`src/smbus_ctrl_pkg.sv`:
```
// package for the serial control logic: register layout, timing, states
// assumes a 100 MHz system clock
package smbus_ctrl_pkg;
  localparam logic [7:0] CTRL_OFFSET    = 8'hc0;
  localparam logic [7:0] CTRL_RESET     = 8'h00;
  localparam int         BIT_BUSY       = 7;
  localparam int         BIT_ENABLE     = 6;
  localparam int         BIT_START      = 5;
  localparam int         BIT_STOP       = 4;
  localparam int         BIT_EVENT      = 3;
  localparam int         BIT_ACK        = 2;
  localparam int         BIT_FREE_TO    = 1;
  localparam int         BIT_LOW_TO     = 0;
  localparam int         CLK_MHZ        = 100;
  localparam int         START_DELAY_US = 5;
  localparam int         IDLE_FREE_US   = 50;
  localparam int         START_DELAY_CYC = START_DELAY_US * CLK_MHZ;
  localparam int         IDLE_FREE_CYC   = IDLE_FREE_US * CLK_MHZ;
  localparam int         HALF_BIT_CYC    = 500;
  localparam int         CNT_W           = 16;
  localparam logic [7:0] ST_START_SENT  = 8'h08;
  localparam logic [7:0] ST_RESTART     = 8'h10;
  localparam logic [7:0] ST_ADDR_ACK    = 8'h18;
  localparam logic [7:0] ST_DATA_ACK    = 8'h28;
  localparam logic [7:0] ST_SLV_ADDR    = 8'h60;
  localparam logic [7:0] ST_SLV_DATA    = 8'h80;
  localparam logic [7:0] ST_IDLE        = 8'hf8;

  typedef struct packed {
    logic o;
    logic oe;
  } pin_drive_t;

  typedef enum logic [5:0] {
    M_IDLE  = 6'b000001,
    M_WAIT  = 6'b000010,
    M_START = 6'b000100,
    M_XFER  = 6'b001000,
    M_STOP  = 6'b010000,
    M_SLAVE = 6'b100000
  } mstate_t;
endpackage

```
`src/smbus_control_logic.sv`:
```
// control logic of the two-wire serial interface behind its control register
// assumes sfr style byte access from the cpu and open-drain sda/scl pins
`timescale 1ns/1ps
`default_nettype none

module smbus_control_logic
  import smbus_ctrl_pkg::*;
(
  // clock and reset
  input  wire logic       clk_in,
  input  wire logic       rst_n_in,
  // special function register access
  input  wire logic [7:0] sfr_addr_in,
  input  wire logic       sfr_wr_in,
  input  wire logic [7:0] sfr_wdata_in,
  output logic      [7:0] sfr_rdata_out,
  // companion register values
  input  wire logic [7:0] clock_rate_reg_in,
  input  wire logic [7:0] own_address_reg_in,
  input  wire logic [7:0] shift_data_reg_in,
  input  wire logic       irq_enable_in,
  input  wire logic       low_timer_run_in,
  // status and events
  output logic      [7:0] status_code_reg_out,
  output logic      [7:0] rx_data_out,
  output logic            irq_out,
  output logic            low_count_out,
  // bus pins
  input  wire logic       sda_in,
  input  wire logic       scl_in,
  output pin_drive_t      sda_out,
  output pin_drive_t      scl_out
);
  import smbus_ctrl_pkg::*;

  logic [1:0] sda_s_q, scl_s_q;
  logic       sda_q, scl_q;
  logic [7:0] ctrl_q;
  logic       busy_q, en_q, sta_q, sto_q, si_q, aa_q, fte_q, toe_q;
  mstate_t    st_q;
  logic [CNT_W-1:0] idle_cnt_q, dly_cnt_q, half_q;
  logic       addressed_q, byte_done_q, scl_drv_q, sda_drv_q;
  logic [3:0] bit_q;
  logic [7:0] shift_q, status_q;
  logic       start_det, stop_det, ctrl_wr, si_set, free_to, idle_free;
  logic [7:0] free_lim;
  logic       rose_scl, ack_phase;

  // two-flop synchronisers for the bus lines
  always_ff @(posedge clk_in)
  begin
    sda_s_q <= {sda_s_q[0], sda_in};
    scl_s_q <= {scl_s_q[0], scl_in};
    sda_q   <= sda_s_q[1];
    scl_q   <= scl_s_q[1];
  end

  // bus condition detection on synchronised lines
  assign start_det = scl_q && scl_s_q[1] && sda_q && !sda_s_q[1];
  assign stop_det  = scl_q && scl_s_q[1] && !sda_q && sda_s_q[1];
  assign rose_scl  = !scl_q && scl_s_q[1];
  assign ctrl_wr   = sfr_wr_in && (sfr_addr_in == CTRL_OFFSET);
  assign ack_phase = (bit_q == 4'd8);

  // free timeout limit from clock rate setting, in microseconds
  assign free_lim  = clock_rate_reg_in;
  assign free_to   = fte_q && (idle_cnt_q >= CNT_W'(free_lim) * CNT_W'(CLK_MHZ));
  assign idle_free = (idle_cnt_q >= CNT_W'(IDLE_FREE_CYC));

  // idle counter: both lines high
  always_ff @(posedge clk_in)
  begin
    if (!rst_n_in || !en_q || !scl_q || !sda_q)
      idle_cnt_q <= '0;
    else if (!idle_cnt_q[CNT_W-1])
      idle_cnt_q <= idle_cnt_q + 1'b1;
  end

  // bus busy tracking
  always_ff @(posedge clk_in)
  begin
    if (!rst_n_in || !en_q)
      busy_q <= 1'b0;
    else if (start_det)
      busy_q <= 1'b1;
    else if (stop_det || free_to || idle_free)
      busy_q <= 1'b0;
  end

  // event flag: set wins over the software clear
  assign si_set = ((st_q == M_XFER) || (st_q == M_SLAVE)) && rose_scl
                  && ack_phase && !si_q && (st_q == M_XFER || addressed_q)
                  || (st_q == M_START) && half_q == '0;
  always_ff @(posedge clk_in)
  begin
    if (!rst_n_in)
      si_q <= 1'b0;
    else if (si_set && en_q)
      si_q <= 1'b1;
    else if (ctrl_wr)
      si_q <= sfr_wdata_in[BIT_EVENT];
  end

  // control register software fields
  always_ff @(posedge clk_in)
  begin
    if (!rst_n_in)
    begin
      en_q  <= CTRL_RESET[BIT_ENABLE];
      sta_q <= CTRL_RESET[BIT_START];
      aa_q  <= CTRL_RESET[BIT_ACK];
      fte_q <= CTRL_RESET[BIT_FREE_TO];
      toe_q <= CTRL_RESET[BIT_LOW_TO];
    end
    else if (ctrl_wr)
    begin
      en_q  <= sfr_wdata_in[BIT_ENABLE];
      sta_q <= sfr_wdata_in[BIT_START];
      aa_q  <= sfr_wdata_in[BIT_ACK];
      fte_q <= sfr_wdata_in[BIT_FREE_TO];
      toe_q <= sfr_wdata_in[BIT_LOW_TO];
    end
  end

  // stop request: hardware clears it on a bus stop or slave recovery
  always_ff @(posedge clk_in)
  begin
    if (!rst_n_in)
      sto_q <= CTRL_RESET[BIT_STOP];
    else if (stop_det || (st_q == M_SLAVE && sto_q && !ctrl_wr))
      sto_q <= 1'b0;
    else if (ctrl_wr)
      sto_q <= sfr_wdata_in[BIT_STOP];
  end

  // master and slave sequencing
  always_ff @(posedge clk_in)
  begin
    if (!rst_n_in || !en_q)
    begin
      st_q        <= M_IDLE;
      dly_cnt_q   <= '0;
      half_q      <= '0;
      bit_q       <= 4'd0;
      byte_done_q <= 1'b0;
      addressed_q <= 1'b0;
      scl_drv_q   <= 1'b0;
      sda_drv_q   <= 1'b0;
      shift_q     <= 8'h00;
      status_q    <= ST_IDLE;
    end
    else
    begin
      case (st_q)
        M_IDLE:
        begin
          sda_drv_q <= 1'b0;
          scl_drv_q <= 1'b0;
          bit_q     <= 4'd0;
          if (sta_q && !busy_q)
          begin
            st_q   <= M_START;
            half_q <= CNT_W'(HALF_BIT_CYC);
          end
          else if (sta_q)
          begin
            st_q      <= M_WAIT;
            dly_cnt_q <= '0;
          end
          else if (start_det)
          begin
            st_q        <= M_SLAVE;
            addressed_q <= 1'b0;
          end
        end
        M_WAIT:
        begin
          if (busy_q)
            dly_cnt_q <= '0;
          else if (dly_cnt_q >= CNT_W'(START_DELAY_CYC) || free_to)
          begin
            st_q   <= M_START;
            half_q <= CNT_W'(HALF_BIT_CYC);
          end
          else
            dly_cnt_q <= dly_cnt_q + 1'b1;
        end
        M_START:
        begin
          if (half_q != '0)
          begin
            half_q    <= half_q - 1'b1;
            scl_drv_q <= 1'b0;
            // a repeated start first keeps sda released under a high clock
            sda_drv_q <= !byte_done_q
                         || (half_q <= CNT_W'(HALF_BIT_CYC / 2));
          end
          else
          begin
            scl_drv_q   <= 1'b1;
            status_q    <= byte_done_q ? ST_RESTART : ST_START_SENT;
            st_q        <= M_XFER;
            bit_q       <= 4'd8;
            shift_q     <= shift_data_reg_in;
          end
        end
        M_XFER:
        begin
          if (si_q)
          begin
            scl_drv_q <= 1'b1;
            half_q    <= CNT_W'(HALF_BIT_CYC);
            if (ctrl_wr && !sfr_wdata_in[BIT_EVENT] && bit_q == 4'd8)
            begin
              bit_q   <= 4'd0;
              shift_q <= shift_data_reg_in;
            end
          end
          else if (sto_q)
          begin
            st_q      <= M_STOP;
            sda_drv_q <= 1'b1;
            scl_drv_q <= 1'b0;
            half_q    <= CNT_W'(HALF_BIT_CYC);
          end
          else if (sta_q && byte_done_q)
          begin
            st_q      <= M_START;
            sda_drv_q <= 1'b0;
            scl_drv_q <= 1'b1;
            half_q    <= CNT_W'(HALF_BIT_CYC);
          end
          else
          begin
            // data only changes while the clock is held low
            if (scl_drv_q)
              sda_drv_q <= !ack_phase && !shift_q[7];
            if (half_q != '0)
              half_q <= half_q - 1'b1;
            else
            begin
              half_q    <= CNT_W'(HALF_BIT_CYC);
              scl_drv_q <= !scl_drv_q;
            end
            if (rose_scl && !ack_phase)
            begin
              shift_q <= {shift_q[6:0], sda_q};
              bit_q   <= bit_q + 4'd1;
              if (bit_q == 4'd7)
              begin
                byte_done_q <= 1'b1;
                status_q    <= ST_DATA_ACK;
              end
            end
          end
        end
        M_STOP:
        begin
          if (half_q != '0)
            half_q <= half_q - 1'b1;
          else
          begin
            sda_drv_q   <= 1'b0;
            byte_done_q <= 1'b0;
            st_q        <= M_IDLE;
            status_q    <= ST_IDLE;
          end
        end
        M_SLAVE:
        begin
          scl_drv_q <= si_q;
          if (sto_q || stop_det)
          begin
            st_q        <= sta_q ? M_WAIT : M_IDLE;
            dly_cnt_q   <= '0;
            addressed_q <= 1'b0;
            sda_drv_q   <= 1'b0;
            status_q    <= ST_IDLE;
          end
          else if (rose_scl && !ack_phase)
          begin
            shift_q <= {shift_q[6:0], sda_q};
            bit_q   <= bit_q + 4'd1;
            if (bit_q == 4'd7 && !addressed_q && aa_q
                && ({shift_q[6:0], 1'b0} == {own_address_reg_in[7:1], 1'b0}
                || (shift_q[6:0] == 7'h00 && own_address_reg_in[0])))
            begin
              addressed_q <= 1'b1;
              status_q    <= ST_SLV_ADDR;
            end
            else if (bit_q == 4'd7 && addressed_q)
              status_q <= ST_SLV_DATA;
          end
          else if (ack_phase && !scl_q && !si_q)
            sda_drv_q <= addressed_q && aa_q;
          else if (ack_phase && si_q && ctrl_wr
                   && !sfr_wdata_in[BIT_EVENT])
          begin
            bit_q     <= 4'd0;
            sda_drv_q <= 1'b0;
          end
          else if (rose_scl && ack_phase && !addressed_q)
          begin
            bit_q     <= 4'd0;
            sda_drv_q <= 1'b0;
          end
        end
        default:
          st_q <= M_IDLE;
      endcase
    end
  end

  // register outputs and pin drives
  always_ff @(posedge clk_in)
  begin
    if (!rst_n_in)
    begin
      sfr_rdata_out       <= CTRL_RESET;
      status_code_reg_out <= ST_IDLE;
      rx_data_out         <= 8'h00;
      irq_out             <= 1'b0;
      low_count_out       <= 1'b0;
      sda_out             <= '0;
      scl_out             <= '0;
    end
    else
    begin
      sfr_rdata_out <= {busy_q, en_q, sta_q, sto_q, si_q, aa_q, fte_q,
                        toe_q};
      status_code_reg_out <= {status_q[7:3], 3'b000};
      if (si_q)
        rx_data_out <= shift_q;
      irq_out       <= si_q && irq_enable_in;
      low_count_out <= toe_q && low_timer_run_in && !scl_q;
      sda_out.o     <= 1'b0;
      scl_out.o     <= 1'b0;
      sda_out.oe    <= en_q && sda_drv_q;
      scl_out.oe    <= en_q && (scl_drv_q || si_q);
    end
  end
endmodule

`default_nettype wire

```
`config.mk`:
```
export PLATFORM = sky130hd
export DESIGN_NAME = smbus_control_logic
export DESIGN_NICKNAME = d
export VERILOG_FILES = /design/src/smbus_ctrl_pkg.sv /design/src/smbus_control_logic.sv
export SDC_FILE = /design/constraint.sdc
export NUM_CORES = 1
export LEC_CHECK = 0
export ABC_AREA = 1
export BUFFER_PORTS_ARGS = -buffer_cell sky130_fd_sc_hd__buf_2
export CAP_MARGIN = 15
export CORE_MARGIN = 4
export CORE_UTILIZATION = 55
export DETAILED_ROUTE_END_ITERATION = 10
export PLACE_DENSITY = 0.86
export SLEW_MARGIN = 20
export SYNTH_ARGS = -nofsm -noshare
export SYNTH_HDL_FRONTEND = slang
export SYNTH_SLANG_ARGS = --single-unit
```
`constraint.sdc`:
```
create_clock -name clk_in -period 10.61 [get_ports clk_in]
set_clock_uncertainty 0.15 [all_clocks]
set_input_delay 2.122 -clock clk_in [delete_from_list [all_inputs] [get_ports clk_in]]
set_output_delay 2.122 -clock clk_in [all_outputs]
set_load 0.02 [all_outputs]
```
# Word-level counts from Yosys, hierarchy flattened
# Index checks and enable logic that the tools add are counted.
# classes
magnitude_cmp	4
n_addsub	4
div	0
n_eq_ne	44
shifts	0
n_mul	1
bitwise_logic	1
n_mux	97
reduce_logical	93
# op_table
cell	count
16-bit 2-to-1 mux	14
8-bit 2-to-1 mux	18
6-bit 2-to-1 mux	11
16-bit case mux with 4 select lines	1
16-bit case mux with 3 select lines	1
4-bit 2-to-1 mux	11
1-bit logical AND	40
6-bit case mux with 6 select lines	1
16-bit by 1-bit adder with 16-bit output (second input constant)	2
8-bit case mux with 4 select lines	1
1-bit 2-to-1 mux	31
2-bit != test (second input constant)	13
8-bit case mux with 3 select lines	1
16-bit by 13-bit greater-or-equal comparator with 1-bit output (second input constant)	1
16-bit by 15-bit greater-or-equal comparator with 1-bit output	1
16-bit by 9-bit greater-or-equal comparator with 1-bit output (second input constant)	1
16-bit by 8-bit <= comparator with 1-bit output (second input constant)	1
16-bit logical NOT	1
4-bit case mux with 4 select lines	1
16-bit nonzero test	1
16-bit by 1-bit subtractor with 16-bit output (second input constant)	1
1-bit logical NOT	14
1-bit logical OR	14
7-bit AND reduction	2
other kinds (39)	61
# word_totals
reg_bits	122
mem_bits_ro	0
elab_cells	278
inputBits	47
latch_bits	0
output_inout_bits	30
ram_bits	0
n_memories	0

# Logic depth before layout (Yosys ltp)
# Gate-level depths: netlist (run 1).
# logic_depth
word_depth	10
mapped_depth	26
ltp_nobuf	25

# Worst setup path before layout (run 1)
# Ideal clock, no wire load.
# synth_path
path_type	input to register
start	in clock_rate_reg_in[2]
end	reg half_q[10]
t_arrival_ns	5.440
required_ns	10.345
cell_stages	23
setup_slack_ns	4.905
setup_ns	0.115
path_buffers	2
cell_sequence	ha_1 ha_1 fa_1 ha_1 a21oi_1 nand2_1 a21oi_1 nor2_1 nor2_1 xor2_1 ha_1 nand2_1 inv_1 nand2_1 nand2_1 a21oi_1 nand3_1 nand2_1 nand3_1 buf_4 buf_4 a21oi_1 nor2_1
# synth_between
elab_chain_len	6
# synth_rtl
item	line	source
start, declared	smbus_control_logic.sv:18	input wire logic [7:0] clock_rate_reg_in,
8-bit by 5-bit multiplier with 13-bit output	smbus_control_logic.sv:67	assign free_to = fte_q && (idle_cnt_q >= CNT_W'(free_lim) * CNT_W'(CLK_MHZ));
16-bit by 15-bit greater-or-equal comparator with 1-bit output	smbus_control_logic.sv:67	
1-bit logical AND	smbus_control_logic.sv:67	
1-bit logical OR	smbus_control_logic.sv:180	else if (dly_cnt_q >= CNT_W'(START_DELAY_CYC) || free_to)
2-bit != test (no source line)	-	
5-bit AND reduction (no source line)	-	
end signal, assigned	smbus_control_logic.sv:183	half_q <= CNT_W'(HALF_BIT_CYC);
end signal, assigned	smbus_control_logic.sv:192	half_q <= half_q - 1'b1;
end signal, assigned	smbus_control_logic.sv:212	half_q <= CNT_W'(HALF_BIT_CYC);
end, declared	smbus_control_logic.sv:41	logic [CNT_W-1:0] idle_cnt_q, dly_cnt_q, half_q;
# No other way between the ends.
# A chain may end at the register's enable or synchronous reset.

# Worst setup path in the final report (run 1)
# layout_path
start	in clock_rate_reg_in[3]
end	reg dly_cnt_q[11]
# layout_between
elab_chain_len	6
# layout_rtl
item	line	source
8-bit by 5-bit multiplier with 13-bit output	smbus_control_logic.sv:67	
16-bit by 15-bit greater-or-equal comparator with 1-bit output	smbus_control_logic.sv:67	
1-bit logical AND	smbus_control_logic.sv:67	
1-bit logical OR	smbus_control_logic.sv:180	
3-bit != test (no source line)	-	
5-bit AND reduction (no source line)	-	
end signal, assigned	smbus_control_logic.sv:186	dly_cnt_q <= dly_cnt_q + 1'b1;
end, declared	smbus_control_logic.sv:41	
# No other way between the ends.

==> summary.md, run 1 <==
| Metric | Value |
|---|---|
| Placed Area | `roughly 7500 um2` |
| Length of the first detailed-routing pass in iterations | `7` |
| Yosys Warn Count | `0` |
| Clock buffer depth | `2` |
| Gr usage total | `0.2301` |
| DRC viols | `0` |
| Crit path top cell by count | `nand2_1` |
| Mux cell area share after synthesis | `0` |
| P per Cell Area | `138.4 nW/um2` |
| Worst-path clk slew | `0.06 ns` |
| WP data required | `10.74 ns` |
| Final wirelength | `16260 um` |
| Clock sink total | `114` |
| Post-CTS resize count | `0` |
| Slew Limit Headroom | `0.3861` |
| GRT overflow | `0` |
| Worst min path class | `flip-flop to flip-flop` |
| P_leak | `3.554 nW` |
| Inst Count DP | `1233` |
| Fin area | `8105 um2` |
| Crit Path Category | `primary input to flip-flop` |
| Initial core utilization | `0.5616` |
| Slew Viols, Final | `0` |
| Initial antenna violation count | `0` |
| Cts hold-fix bufs | `0` |
| Crit path largest cell delay | `0.50 ns` |
| Post-Synth XOR/XNOR Area | `0.03831` |
| Area delta synth->final | `14.37%` |
| Fin. Hold Viols | `0` |
| Root buffer cell | `clkbuf_16` |
| Share of cells above drive strength 1 | `0.1519` |
| Startpoint types | `primary input` |
| Highest-count cells in the layout ignoring fill and taps | `nand2_1, nor2_1, inv_1, dfxtp_1, nand3_1` |
| CTS Buf Count | `17` |
| Chip Height | `about 120 um` |
| Status | `complete, no violations` |
| Fin nets | `1180` |
| Final std cells w/o fill | `1265` |
| Crit path max-delay family | `adder cells` |
| Final worst slack | `4.501 ns` |
| Routed WL per cell | `12.85 um` |
| Largest family of logic cells by synthesized area | `simple AND/OR/NAND/NOR gates` |
| Most common cell after layout, fill and taps aside | `nand2_1` |
| Synth Area in Compound Gates | `0.1239` |
| Pin slew with the least headroom to its limit | `0.9179 ns` |
| RSZ-0062 raised after global routing | `no` |
| Largest net degree at the start of global routing | `52` |
| Ys async rst share | `0` |
| Cell Area, Synth | `7087 um2` |
| Ant. Diodes | `0` |
| Core ar. | `12620 um2` |
| # setup viols final | `0` |
| Setup crit end kind | `flip-flop` |
| CTS tree | `built` |
| Avg Cell Area, Syn | `~7 um2` |
| Gpl congestion | `0.9201` |
| # IOs | `77` |
| DP Worst Slack | `around 4 ns` |
| Die Wd | `121.5 um` |
| Worst Path Arrival | `about 6.2 ns` |
| Crit-path slowest cell | `fa_1` |
| Synth Flop Type | `dfxtp_1` |
| First-pass GRT wire length | `27680 um` |
| Netlist cell types | `47` |
| Die ar. | `about 15000 um2` |
| Worst vdd ir | `0.1159 mV` |
| Seq/Total Area, Yosys | `0.3220` |
| H-tree depth | `4` |
| Initial DRC count | `544` |
| Setup repair bufs after CTS | `0` |
| Number of synthesized flops with an enable pin | `0` |
| Rows | `41` |
| Tcrit/Tclk final | `0.5758` |
| WP buf/inv | `5` |
| Synth Register Bits | `114` |
| Post-Synthesis Cells | `about 1000` |
| Vias/cell | `5.353` |
| Detail Placement HPWL | `around 12000 um` |
| TNS Setup | `0 ns` |
| ANT nets after route | `0` |
| Fmax | `between 150 and 200 MHz` |
| CP max FO | `19` |
| Vias in the first global route | `6164` |
| Final core utilization | `0.6423` |
| Synth Area in Adders | `0.09675` |
| Clk_lat worst skew | `0.43 ns` |
| Vias | `6771` |
| Port bufs | `70` |
| Fin crit period | `a little over 6 ns` |
| Max cap viols | `0` |
| Post-Synth Simple-Gate Area | `0.3240` |
-- flip-flops by register name, summed over array words and instances (netlist names), 6 cells and up --
register	cells
dly_cnt_q	16
half_q	16
idle_cnt_q	16
rx_data_out	8
sfr_rdata_out	8
shift_q	8
st_q	6
-- Yosys cell counts (5+ instances only) --
master    instances  area share
nand3_2           5      0.0071
xor2_1           22       0.027
nand2_2           7      0.0062
nor2_1          131       0.069
clkbuf_1          8      0.0042
buf_4             8      0.0085
inv_1           114       0.060
buf_2             9      0.0064
nand4_1          10      0.0088
a21oi_2           9       0.011
o21ai_0          39       0.028
a21oi_1          77       0.054
nand3_1          86       0.061
nor3_1           24       0.017
nand2_1         209        0.11
inv_2             8      0.0042
a31oi_1           5      0.0044
dfxtp_1         114        0.32
xnor2_1           9       0.011
nor2_2            7      0.0062
or2_2             8      0.0071
o211ai_1          9      0.0095
nor2_4            6      0.0095
ha_1             50       0.088
-- layer usage --
layer	GRT usage	wire length [um]	up-vias
met1	0.2885	7015	3118
met4	0.08613	264	0
li1	-	-	3436
met3	0.05221	1018	29
met2	0.3865	7959	188
met5	0	0	-
-- cells by family after synthesis --
family,count (synthesis)
flip-flops,114
buffers and inverters,156
AND/OR/NAND/NOR,507
AO/OA/AOI/OAI,154
other,1
adder cells (fa/ha/maj),53
XOR/XNOR,31
-- area by class of cell --
| class | instances | area (um2) |
|---|---|---|
| tap | 172 | 215.2 |
| clock buffer | 18 | 439.2 |
| timing repair buffer | 72 | 365.4 |
| clock inverter | 14 | 177.7 |
| multi-input combinational | 750 | 4155 |
| fill | 1136 | 4514 |
| sequential | 114 | 2282 |
| inverter | 125 | 470.5 |
-- final timing paths --
check                            start            end  slack, ns  cells past startpoint
hold / removal              sda_s_q[0]     sda_s_q[1]       0.18                      0
setup reg to reg               st_q[2]  dly_cnt_q[11]       7.75                      8
setup / recovery  clock_rate_reg_in[3]  dly_cnt_q[11]       4.50                     25
hold reg to reg             sda_s_q[0]     sda_s_q[1]       0.18                      0
-- through the flow --
| stage | total power [mW] | hold WS [ns] |
|---|---|---|
| 5_1_grt | 1.166 | 0.1884 |
| 3_5_place_dp | 0.5400 | 0.1691 |
| 2_1_floorplan | 0.5149 | 0.1596 |
| 6_report | 1.122 | 0.1779 |
| 3_3_place_gp | 0.5353 | 0.1613 |
| 4_1_cts | 1.129 | 0.1830 |
-- report_power, final --
group	switching [mW]	internal, mW
sequential	0.00108	0.430
clock	0.214	0.377
combinational	0.0580	0.0422
Power figures use the tool's default switching activity.
==> run 2, diff against run 1 <==
Settings changed: ABC_AREA 1 to 0, CORE_UTILIZATION 55 to 54, PLACE_DENSITY 0.86 to 0.88.
Clock period 10.61 ns to 5.2 ns, I/O delays scaled along.
==> summary.md, run 2 <==
| Metric | Value |
|---|---|
| Status | `complete, no violations (unchanged)` |
| Final core utilization | `0.6505 (was 0.6423)` |
| Tcrit/Tclk final | `0.9556` |
| Crit path cell chain | `buf_2 -> ha_1 -> ha_1 -> ha_1 -> fa_1 -> a21o_1 -> a21oi_2 -> nor2_1 -> o21a_1 -> o21ba_2 -> xnor2_1 -> ha_1 -> a211oi_2 -> nand2_1 -> o31ai_4 -> nand3_1 -> buf_4 -> a21o_1 -> a31o_2` |
| Root buffer cell | `clkbuf_16 (unchanged)` |
| Post-Synth Simple-Gate Area | `0.2642 (was 0.3240)` |
| Vias/cell | `6.004 (was 5.353)` |
| Ranking of synthesized cells by area | `dfxtp_1, ha_1, mux2i_1, nor2_1, xor2_1 (was dfxtp_1, nand2_1, ha_1, nor2_1, nand3_1)` |
| First-pass GRT wire length | `27960 um (was 27680 um)` |
| CTS Buf Count | `17 (unchanged)` |
| P per Cell Area | `275.2 nW/um2 (was 138.4 nW/um2)` |
| CP max FO | `7 (was 19)` |
| Ys async rst share | `0 (unchanged)` |
| Setup crit end kind | `flip-flop (unchanged)` |
| Netlist cell types | `72 (was 47)` |
| Pin slew with the least headroom to its limit | `1.009 ns (was 0.9179 ns)` |
| Largest family of logic cells by synthesized area | `simple AND/OR/NAND/NOR gates (unchanged)` |
| # IOs | `77 (unchanged)` |
| Post-Synth XOR/XNOR Area | `0.04109 (was 0.03831)` |
| Worst vdd ir | `0.2314 mV (was 0.1159 mV)` |
| P_leak | `3.320 nW (was 3.554 nW)` |
| Most common cell after layout, fill and taps aside | `dfxtp_1 (was nand2_1)` |
| Crit path top cell by count | `ha_1 (was nand2_1)` |
| Fin crit period | `4.969 ns` |
| FILL cells | `950 (was 1136)` |
| Number of synthesized flops with an enable pin | `0 (unchanged)` |
| Clock sink total | `114 (unchanged)` |
| Synth Area in Adders | `0.1005 (was 0.09675)` |
| Vias in the first global route | `6026 (was 6164)` |
| Slew Limit Headroom | `0.3235 (was 0.3861)` |
| Area fraction of the dominant cell type after synthesis | `0.3346 (was 0.3220)` |
| Fin. Hold Viols | `0 (unchanged)` |
| Most instantiated library cell after synthesis | `dfxtp_1 (was nand2_1)` |
| WP data required | `5.36 ns (was 10.74 ns)` |
| Clock buffer depth | `2 (unchanged)` |
| Vias | `6322 (was 6771)` |
| Cell taking the most area after synthesis | `dfxtp_1 (unchanged)` |
| Chip Height | `120.4 um (was 121.5 um)` |
| RSZ-0062 raised after global routing | `no (unchanged)` |
| Clk_lat worst skew | `0.42 ns (was 0.43 ns)` |
| Share of cells above drive strength 1 | `0.1640 (was 0.1519)` |
| Post-CTS resize count | `0 (unchanged)` |
| Synth Area in Compound Gates | `0.1524 (was 0.1239)` |
| Yosys Warn Count | `0 (unchanged)` |
| Post-Synthesis Cells | `801 (was 1016)` |
| Fin nets | `971 (was 1180)` |
| Length of the first detailed-routing pass in iterations | `5 (was 7)` |
| Gpl congestion | `0.9152 (was 0.9201)` |
| DRC viols | `0 (unchanged)` |
| Highest-count cells in the layout ignoring fill and taps | `dfxtp_1, nor2_1, buf_2 (was nand2_1, nor2_1, inv_1, dfxtp_1, nand3_1)` |
| Rows | `40 (was 41)` |
| Synth Flop Type | `dfxtp_1 (unchanged)` |
| Worst min path class | `flip-flop to flip-flop (unchanged)` |
| Area delta synth->final | `16.47% (was 14.37%)` |
| Die ar. | `14490 um2 (was 14760 um2)` |
| Final wirelength | `16930 um (was 16260 um)` |
| Synth Register Bits | `114 (unchanged)` |
| Largest regs | `dly_cnt_q: 16 flops, half_q: 16 flops, idle_cnt_q: 16 flops (unchanged)` |
| Crit path largest cell delay | `0.45 ns (was 0.50 ns)` |
| Die Wd | `120.4 um (was 121.5 um)` |
| Detail Placement HPWL | `11960 um (was 11730 um)` |
| Post-synth top cells | `dfxtp_1, nor2_1, nand2_1 (was nand2_1, nor2_1, dfxtp_1, inv_1, nand3_1)` |
| Initial DRC count | `674 (was 544)` |
| Max cap viols | `0 (unchanged)` |
| Slew Viols, Final | `0 (unchanged)` |
| Inst Count DP | `1020 (was 1233)` |
| Avg Cell Area, Syn | `8.515 um2 (was 6.975 um2)` |
| Initial antenna violation count | `0 (unchanged)` |
| GRT overflow | `0 (unchanged)` |
| H-tree depth | `4 (unchanged)` |
| ANT nets after route | `0 (unchanged)` |
| Gr usage total | `0.2341 (was 0.2301)` |
| CTS tree | `built (unchanged)` |
| Crit Path Category | `primary input to flip-flop (unchanged)` |
| Largest net degree at the start of global routing | `42 (was 52)` |
| Fmax | `201.2 MHz` |
| Cts hold-fix bufs | `0 (unchanged)` |
| Mux cell area share after synthesis | `0.06182 (was 0)` |
| Worst Path Arrival | `5.13 ns (was 6.24 ns)` |
| Seq/Total Area, Yosys | `0.3346 (was 0.3220)` |
| Routed WL per cell | `16.08 um (was 12.85 um)` |
| Final std cells w/o fill | `1053 (was 1265)` |
| Core ar. | `12210 um2 (was 12620 um2)` |
| Initial core utilization | `0.5585 (was 0.5616)` |
| Port bufs | `70 (unchanged)` |
| Setup repair bufs after CTS | `0 (unchanged)` |
| Crit-path slowest cell | `fa_1 (unchanged)` |
| Worst-path clk slew | `0.06 ns (about the same)` |
| # setup viols final | `0 (unchanged)` |
| Startpoint types | `primary input (unchanged)` |
| Cell Area, Synth | `6820 um2 (was 7087 um2)` |
==> run 2: cell count changes in the layout (fill, tap and decap cells not counted), sizes merged, moves of 15 or more <==
| cell | before | now |
|---|---|---|
| and3 | 0 | 15 |
| o21ai | 42 | 24 |
| a21oi | 86 | 38 |
| buf | 72 | 87 |
| inv | 125 | 34 |
| nand3 | 91 | 37 |
| nand2 | 216 | 57 |
| and2 | 0 | 15 |
| nor2 | 144 | 91 |
| mux2i | 0 | 41 |
| nor2b | 0 | 22 |
==> run 2: final timing paths <==
path,from,to,slack (ns),cells past startpoint
worst max register to register,si_q,shift_q[3],2.02,5
worst min register to register,sda_s_q[0],sda_s_q[1],0.18,0
worst min-delay path,sda_s_q[0],sda_s_q[1],0.18,0
worst max-delay path,clock_rate_reg_in[1],dly_cnt_q[1],0.23,19
==> run 2: critical path, delay by kind of cell <==
family | cells | cell delay, ns
buffers and inverters | 2 | 0.31
AOI/OAI and AO/OA | 8 | 1.66
and+or+nand+nor | 3 | 0.30
adders and majority gates | 5 | 1.70
xor gates and xnor gates | 1 | 0.12
==> run 2: power by group <==
part	switching, mW	total (mW)	internal, mW
sequential	0.00330	0.880	0.876
clock	0.438	1.10	0.659
combinational	0.106	0.210	0.105
total	0.547	2.19	1.64
==> run 2: final cells by class <==
| class | count | area [um2] | area share |
|---|---|---|---|
| Sequential cell | 114 | 2282 | 0.2873 |
| Clock buffer | 17 | 425.4 | 0.05355 |
| Timing Repair Buffer | 87 | 478.0 | 0.06017 |
| Inverter | 31 | 116.4 | 0.01465 |
| Multi-Input combinational cell | 620 | 4295 | 0.5407 |
| Antenna cell | 1 | 2.502 | 0.0003150 |
| Clock inverter | 15 | 133.9 | 0.01685 |
| Tap cell | 168 | 210.2 | 0.02646 |
==> run 2: metrics by stage <==
| step | total power, mW | setup WS [ns] | hold slack [ns] | area, um2 | setup TNS [ns] |
|---|---|---|---|---|---|
| 5_1_grt | 2.267 | 0.01722 | 0.1955 | 7941 | 0 |
| 6_report | 2.186 | 0.2306 | 0.1769 | 7944 | 0 |
| 2_1_floorplan | 1.042 | 0.01947 | 0.1596 | 6883 | 0 |
| 3_5_place_dp | 1.107 | -0.1865 | 0.1661 | 7382 | -2.193 |
| 3_3_place_gp | 1.099 | -0.1550 | 0.1611 | 7382 | -1.221 |
| 4_1_cts | 2.198 | 0.2401 | 0.1782 | 7941 | 0 |
==> run 2: metal layers <==
layer | track usage | part of all wire
met2 | 0.3874 | 0.49
met3 | 0.06314 | 0.066
met1 | 0.2960 | 0.43
met5 | 0 | 0
met4 | 0.07790 | 0.020
==> run 2: cells by family after synthesis <==
logic type      Yosys count
fa+ha+maj                53
other cells               1
simple gates            338
buf+inv                  71
mux                      42
flops                   114
compound gates          150
xor+xnor                 32
==> run 3, diff against run 2 <==
Settings changed: PLACE_DENSITY 0.88 to default, PLACE_DENSITY_LB_ADDON from default to 0.3.
==> summary.md, run 3 (synthesis results as in run 2) <==
| Metric | Value |
|---|---|
| Clock buffer depth | `2 (unchanged)` |
| Worst vdd ir | `0.2366 mV (was 0.2314 mV)` |
| Gpl congestion | `0.9356 (was 0.9152)` |
| CTS tree | `built (unchanged)` |
| Crit-path slowest cell | `fa_1 (unchanged)` |
| Setup crit end kind | `flip-flop (unchanged)` |
| Vias/cell | `5.973 (was 6.004)` |
| Chip Height | `120.4 um (unchanged)` |
| Vias in the first global route | `6109 (was 6026)` |
| R2R Path Start | `si_q (unchanged)` |
| # IOs | `77 (unchanged)` |
| Root buffer cell | `clkbuf_16 (unchanged)` |
| FILL cells | `1021 (was 950)` |
| P_leak | `3.364 nW (was 3.320 nW)` |
| FF-to-FF path depth | `5 (unchanged)` |
| Hold Crit Depth | `0 (unchanged)` |
| Final worst slack | `0.1530 ns (was 0.2306 ns)` |
| WP buf/inv | `2 (unchanged)` |
| WP data required | `5.38 ns (was 5.36 ns)` |
| Initial DRC count | `406 (was 674)` |
| Die Wd | `120.4 um (unchanged)` |
| P per Cell Area | `285.1 nW/um2 (was 275.2 nW/um2)` |
| Final wirelength | `17550 um (was 16930 um)` |
| Port bufs | `70 (unchanged)` |
| Detail Placement HPWL | `12600 um (was 11960 um)` |
| Die ar. | `14490 um2 (unchanged)` |
| Max cap viols | `0 (unchanged)` |
| Crit path cell chain | `buf_2 -> ha_1 -> ha_4 -> fa_1 -> ha_4 -> a21o_1 -> a21oi_2 -> nor2_1 -> o21a_1 -> o21ba_2 -> xnor2_2 -> ha_4 -> a211oi_2 -> nand2_1 -> o31ai_4 -> nand4_1 -> and2_4 -> buf_4 -> o31ai_1 (was buf_2 -> ha_1 -> ha_1 -> ha_1 -> fa_1 -> a21o_1 -> a21oi_2 -> nor2_1 -> o21a_1 -> o21ba_2 -> xnor2_1 -> ha_1 -> a211oi_2 -> nand2_1 -> o31ai_4 -> nand3_1 -> buf_4 -> a21o_1 -> a31o_2)` |
| Crit path largest cell delay | `0.58 ns (was 0.45 ns)` |
| Hold path endpoint | `sda_s_q[1] (unchanged)` |
| Fin crit period | `5.047 ns (was 4.969 ns)` |
| CTS Buf Count | `17 (unchanged)` |
| Sequential Power Share | `0.381 (was 0.402)` |
| Clock sink total | `114 (unchanged)` |
| Startpoint types | `primary input (unchanged)` |
| Int Power | `1.771 mW (was 1.640 mW)` |
| Initial core utilization | `0.5585 (unchanged)` |
| Tcrit/Tclk final | `0.9706 (was 0.9556)` |
| Length of the first detailed-routing pass in iterations | `5 (unchanged)` |
| Most common cell after layout, fill and taps aside | `dfxtp_1 (unchanged)` |
| Crit Path Category | `primary input to flip-flop (unchanged)` |
| NetSw | `0.5364 mW (was 0.5466 mW)` |
| Pin slew with the least headroom to its limit | `0.9850 ns (was 1.009 ns)` |
| Sw frac | `0.2325 (was 0.2500)` |
| Slew Viols, Final | `0 (unchanged)` |
| Slew Limit Headroom | `0.3377 (was 0.3235)` |
| Rows | `40 (unchanged)` |
| First-pass GRT wire length | `29010 um (was 27960 um)` |
| Crit path top cell by count | `ha_4 (was ha_1)` |
| Worst Hold Launch | `sda_s_q[0] (unchanged)` |
| Combinational Power Share | `0.098 (was 0.096)` |
| Fin. Hold Viols | `0 (unchanged)` |
| Fmax | `198.1 MHz (was 201.2 MHz)` |
| Worst-path clk slew | `0.06 ns (about the same)` |
| Worst min path class | `flip-flop to flip-flop (unchanged)` |
| Cts hold-fix bufs | `0 (unchanged)` |
| Core ar. | `12210 um2 (unchanged)` |
| Status | `complete, no violations (unchanged)` |
| Routed WL per cell | `16.63 um (was 16.08 um)` |
| Final core utilization | `0.6627 (was 0.6505)` |
| Area delta synth->final | `18.66% (was 16.47%)` |
| R2R Path End | `shift_q[6] (was shift_q[3])` |
| Share of cells above drive strength 1 | `0.1759 (was 0.1640)` |
| Ant. Diodes | `0 (was 1)` |
| Clock share of power | `0.521 (was 0.501)` |
| Vias | `6302 (was 6322)` |
| Fin nets | `974 (was 971)` |
| # setup viols final | `0 (unchanged)` |
| DRC viols | `0 (unchanged)` |
| GRT overflow | `0 (unchanged)` |
| Placed Area | `7397 um2 (was 7382 um2)` |
| Gr usage total | `0.2428 (was 0.2341)` |
| ANT nets after route | `0 (unchanged)` |
| Clk_lat worst skew | `0.42 ns (about the same)` |
| Initial antenna violation count | `0 (unchanged)` |
| Hold WS | `0.1780 ns (was 0.1769 ns)` |
| Largest regs | `dly_cnt_q: 16 flops, half_q: 16 flops, idle_cnt_q: 16 flops (unchanged)` |
| Largest net degree at the start of global routing | `42 (unchanged)` |
| Crit path max-delay family | `compound AO/OA/AOI/OAI gates (was adder cells)` |
| RSZ-0062 raised after global routing | `no (unchanged)` |
| Highest-count cells in the layout ignoring fill and taps | `dfxtp_1, nor2_1, buf_2 (unchanged)` |
| Worst Path Arrival | `5.23 ns (was 5.13 ns)` |
| CP max FO | `10 (was 7)` |
| Fin area | `8093 um2 (was 7944 um2)` |
| DP Worst Slack | `-0.2786 ns (was -0.1865 ns)` |
| H-tree depth | `4 (unchanged)` |
| Reg-to-reg slack, setup | `1.96 ns (was 2.02 ns)` |
[run 3: cell count changes in the layout (fill, tap and decap cells not counted), sizes merged]
| cell | delta |
|---|---|
| clkbuf | +3 |
| clkinv | -3 |
| inv | -3 |
| buf | +3 |
| clkinvlp | +1 |
| diode | -1 |
| bufinv | +2 |
[run 3: cell type report]
cell class | instances | area [um2] | share of cell area
repair buffers | 90 | 500.5 | 0.06184
clock inverters | 12 | 156.4 | 0.01933
clock buffers | 20 | 456.7 | 0.05643
well taps | 168 | 210.2 | 0.02597
flip-flops and latches | 114 | 2282 | 0.2820
multi-input cells | 620 | 4370 | 0.5400
inverters | 31 | 116.4 | 0.01438
[run 3: routing by layer]
metal	global-route usage	wire length, um	up-vias
li1	-	-	3048
met5	0	0	-
met3	0.05239	1026	45
met2	0.4132	8815	200
met1	0.2968	7294	3009
met4	0.1013	410	0
[run 3: power groups by stage]
stage / Sequential, mW / Clock (mW) / Combinational (mW)
2_1_floorplan: 0.897 / 0 / 0.145
3_3_place_gp: 0.898 / 0 / 0.202
3_5_place_dp: 0.898 / 0 / 0.209
4_1_cts: 0.879 / 1.22 / 0.211
5_1_grt: 0.880 / 1.25 / 0.256
6_report: 0.880 / 1.20 / 0.226
[run 3: worst register-to-register path, stage by stage, from the launching register on]
cell and delay [ns]:
dfxtp_1 0.97, inv_1 0.26, or4_1 0.74, a211oi_4 0.66
mux2i_1 0.29, nor2_1 0.05
[run 3: worst max path at each step]
stage	from	endpoint	slack, ns	cells past startpoint
after floorplan	clock_rate_reg_in[1]	half_q[7]	0.02	19
after global placement	clock_rate_reg_in[1]	dly_cnt_q[0]	-0.16	19
after detailed placement	clock_rate_reg_in[1]	dly_cnt_q[6]	-0.28	19
after CTS	clock_rate_reg_in[1]	dly_cnt_q[0]	0.14	19
after global routing	clock_rate_reg_in[3]	half_q[1]	0.0003	20
final	clock_rate_reg_in[1]	half_q[1]	0.15	19
[run 3: per-stage QoR]
stage                     power [mW]  cells  setup TNS (ns)
after floorplan                1.042    805               0
after global placement         1.100   1022          -2.480
after detailed placement       1.107   1022          -6.229
after CTS                      2.306   1054               0
after global routing           2.387   1055               0
final                          2.307   1055               0
[run 3: what timing repair did]
item                                    CTS  global route
resized for setup                         0             9
endpoints found under the setup margin    0            24
setup buffers                             0             1
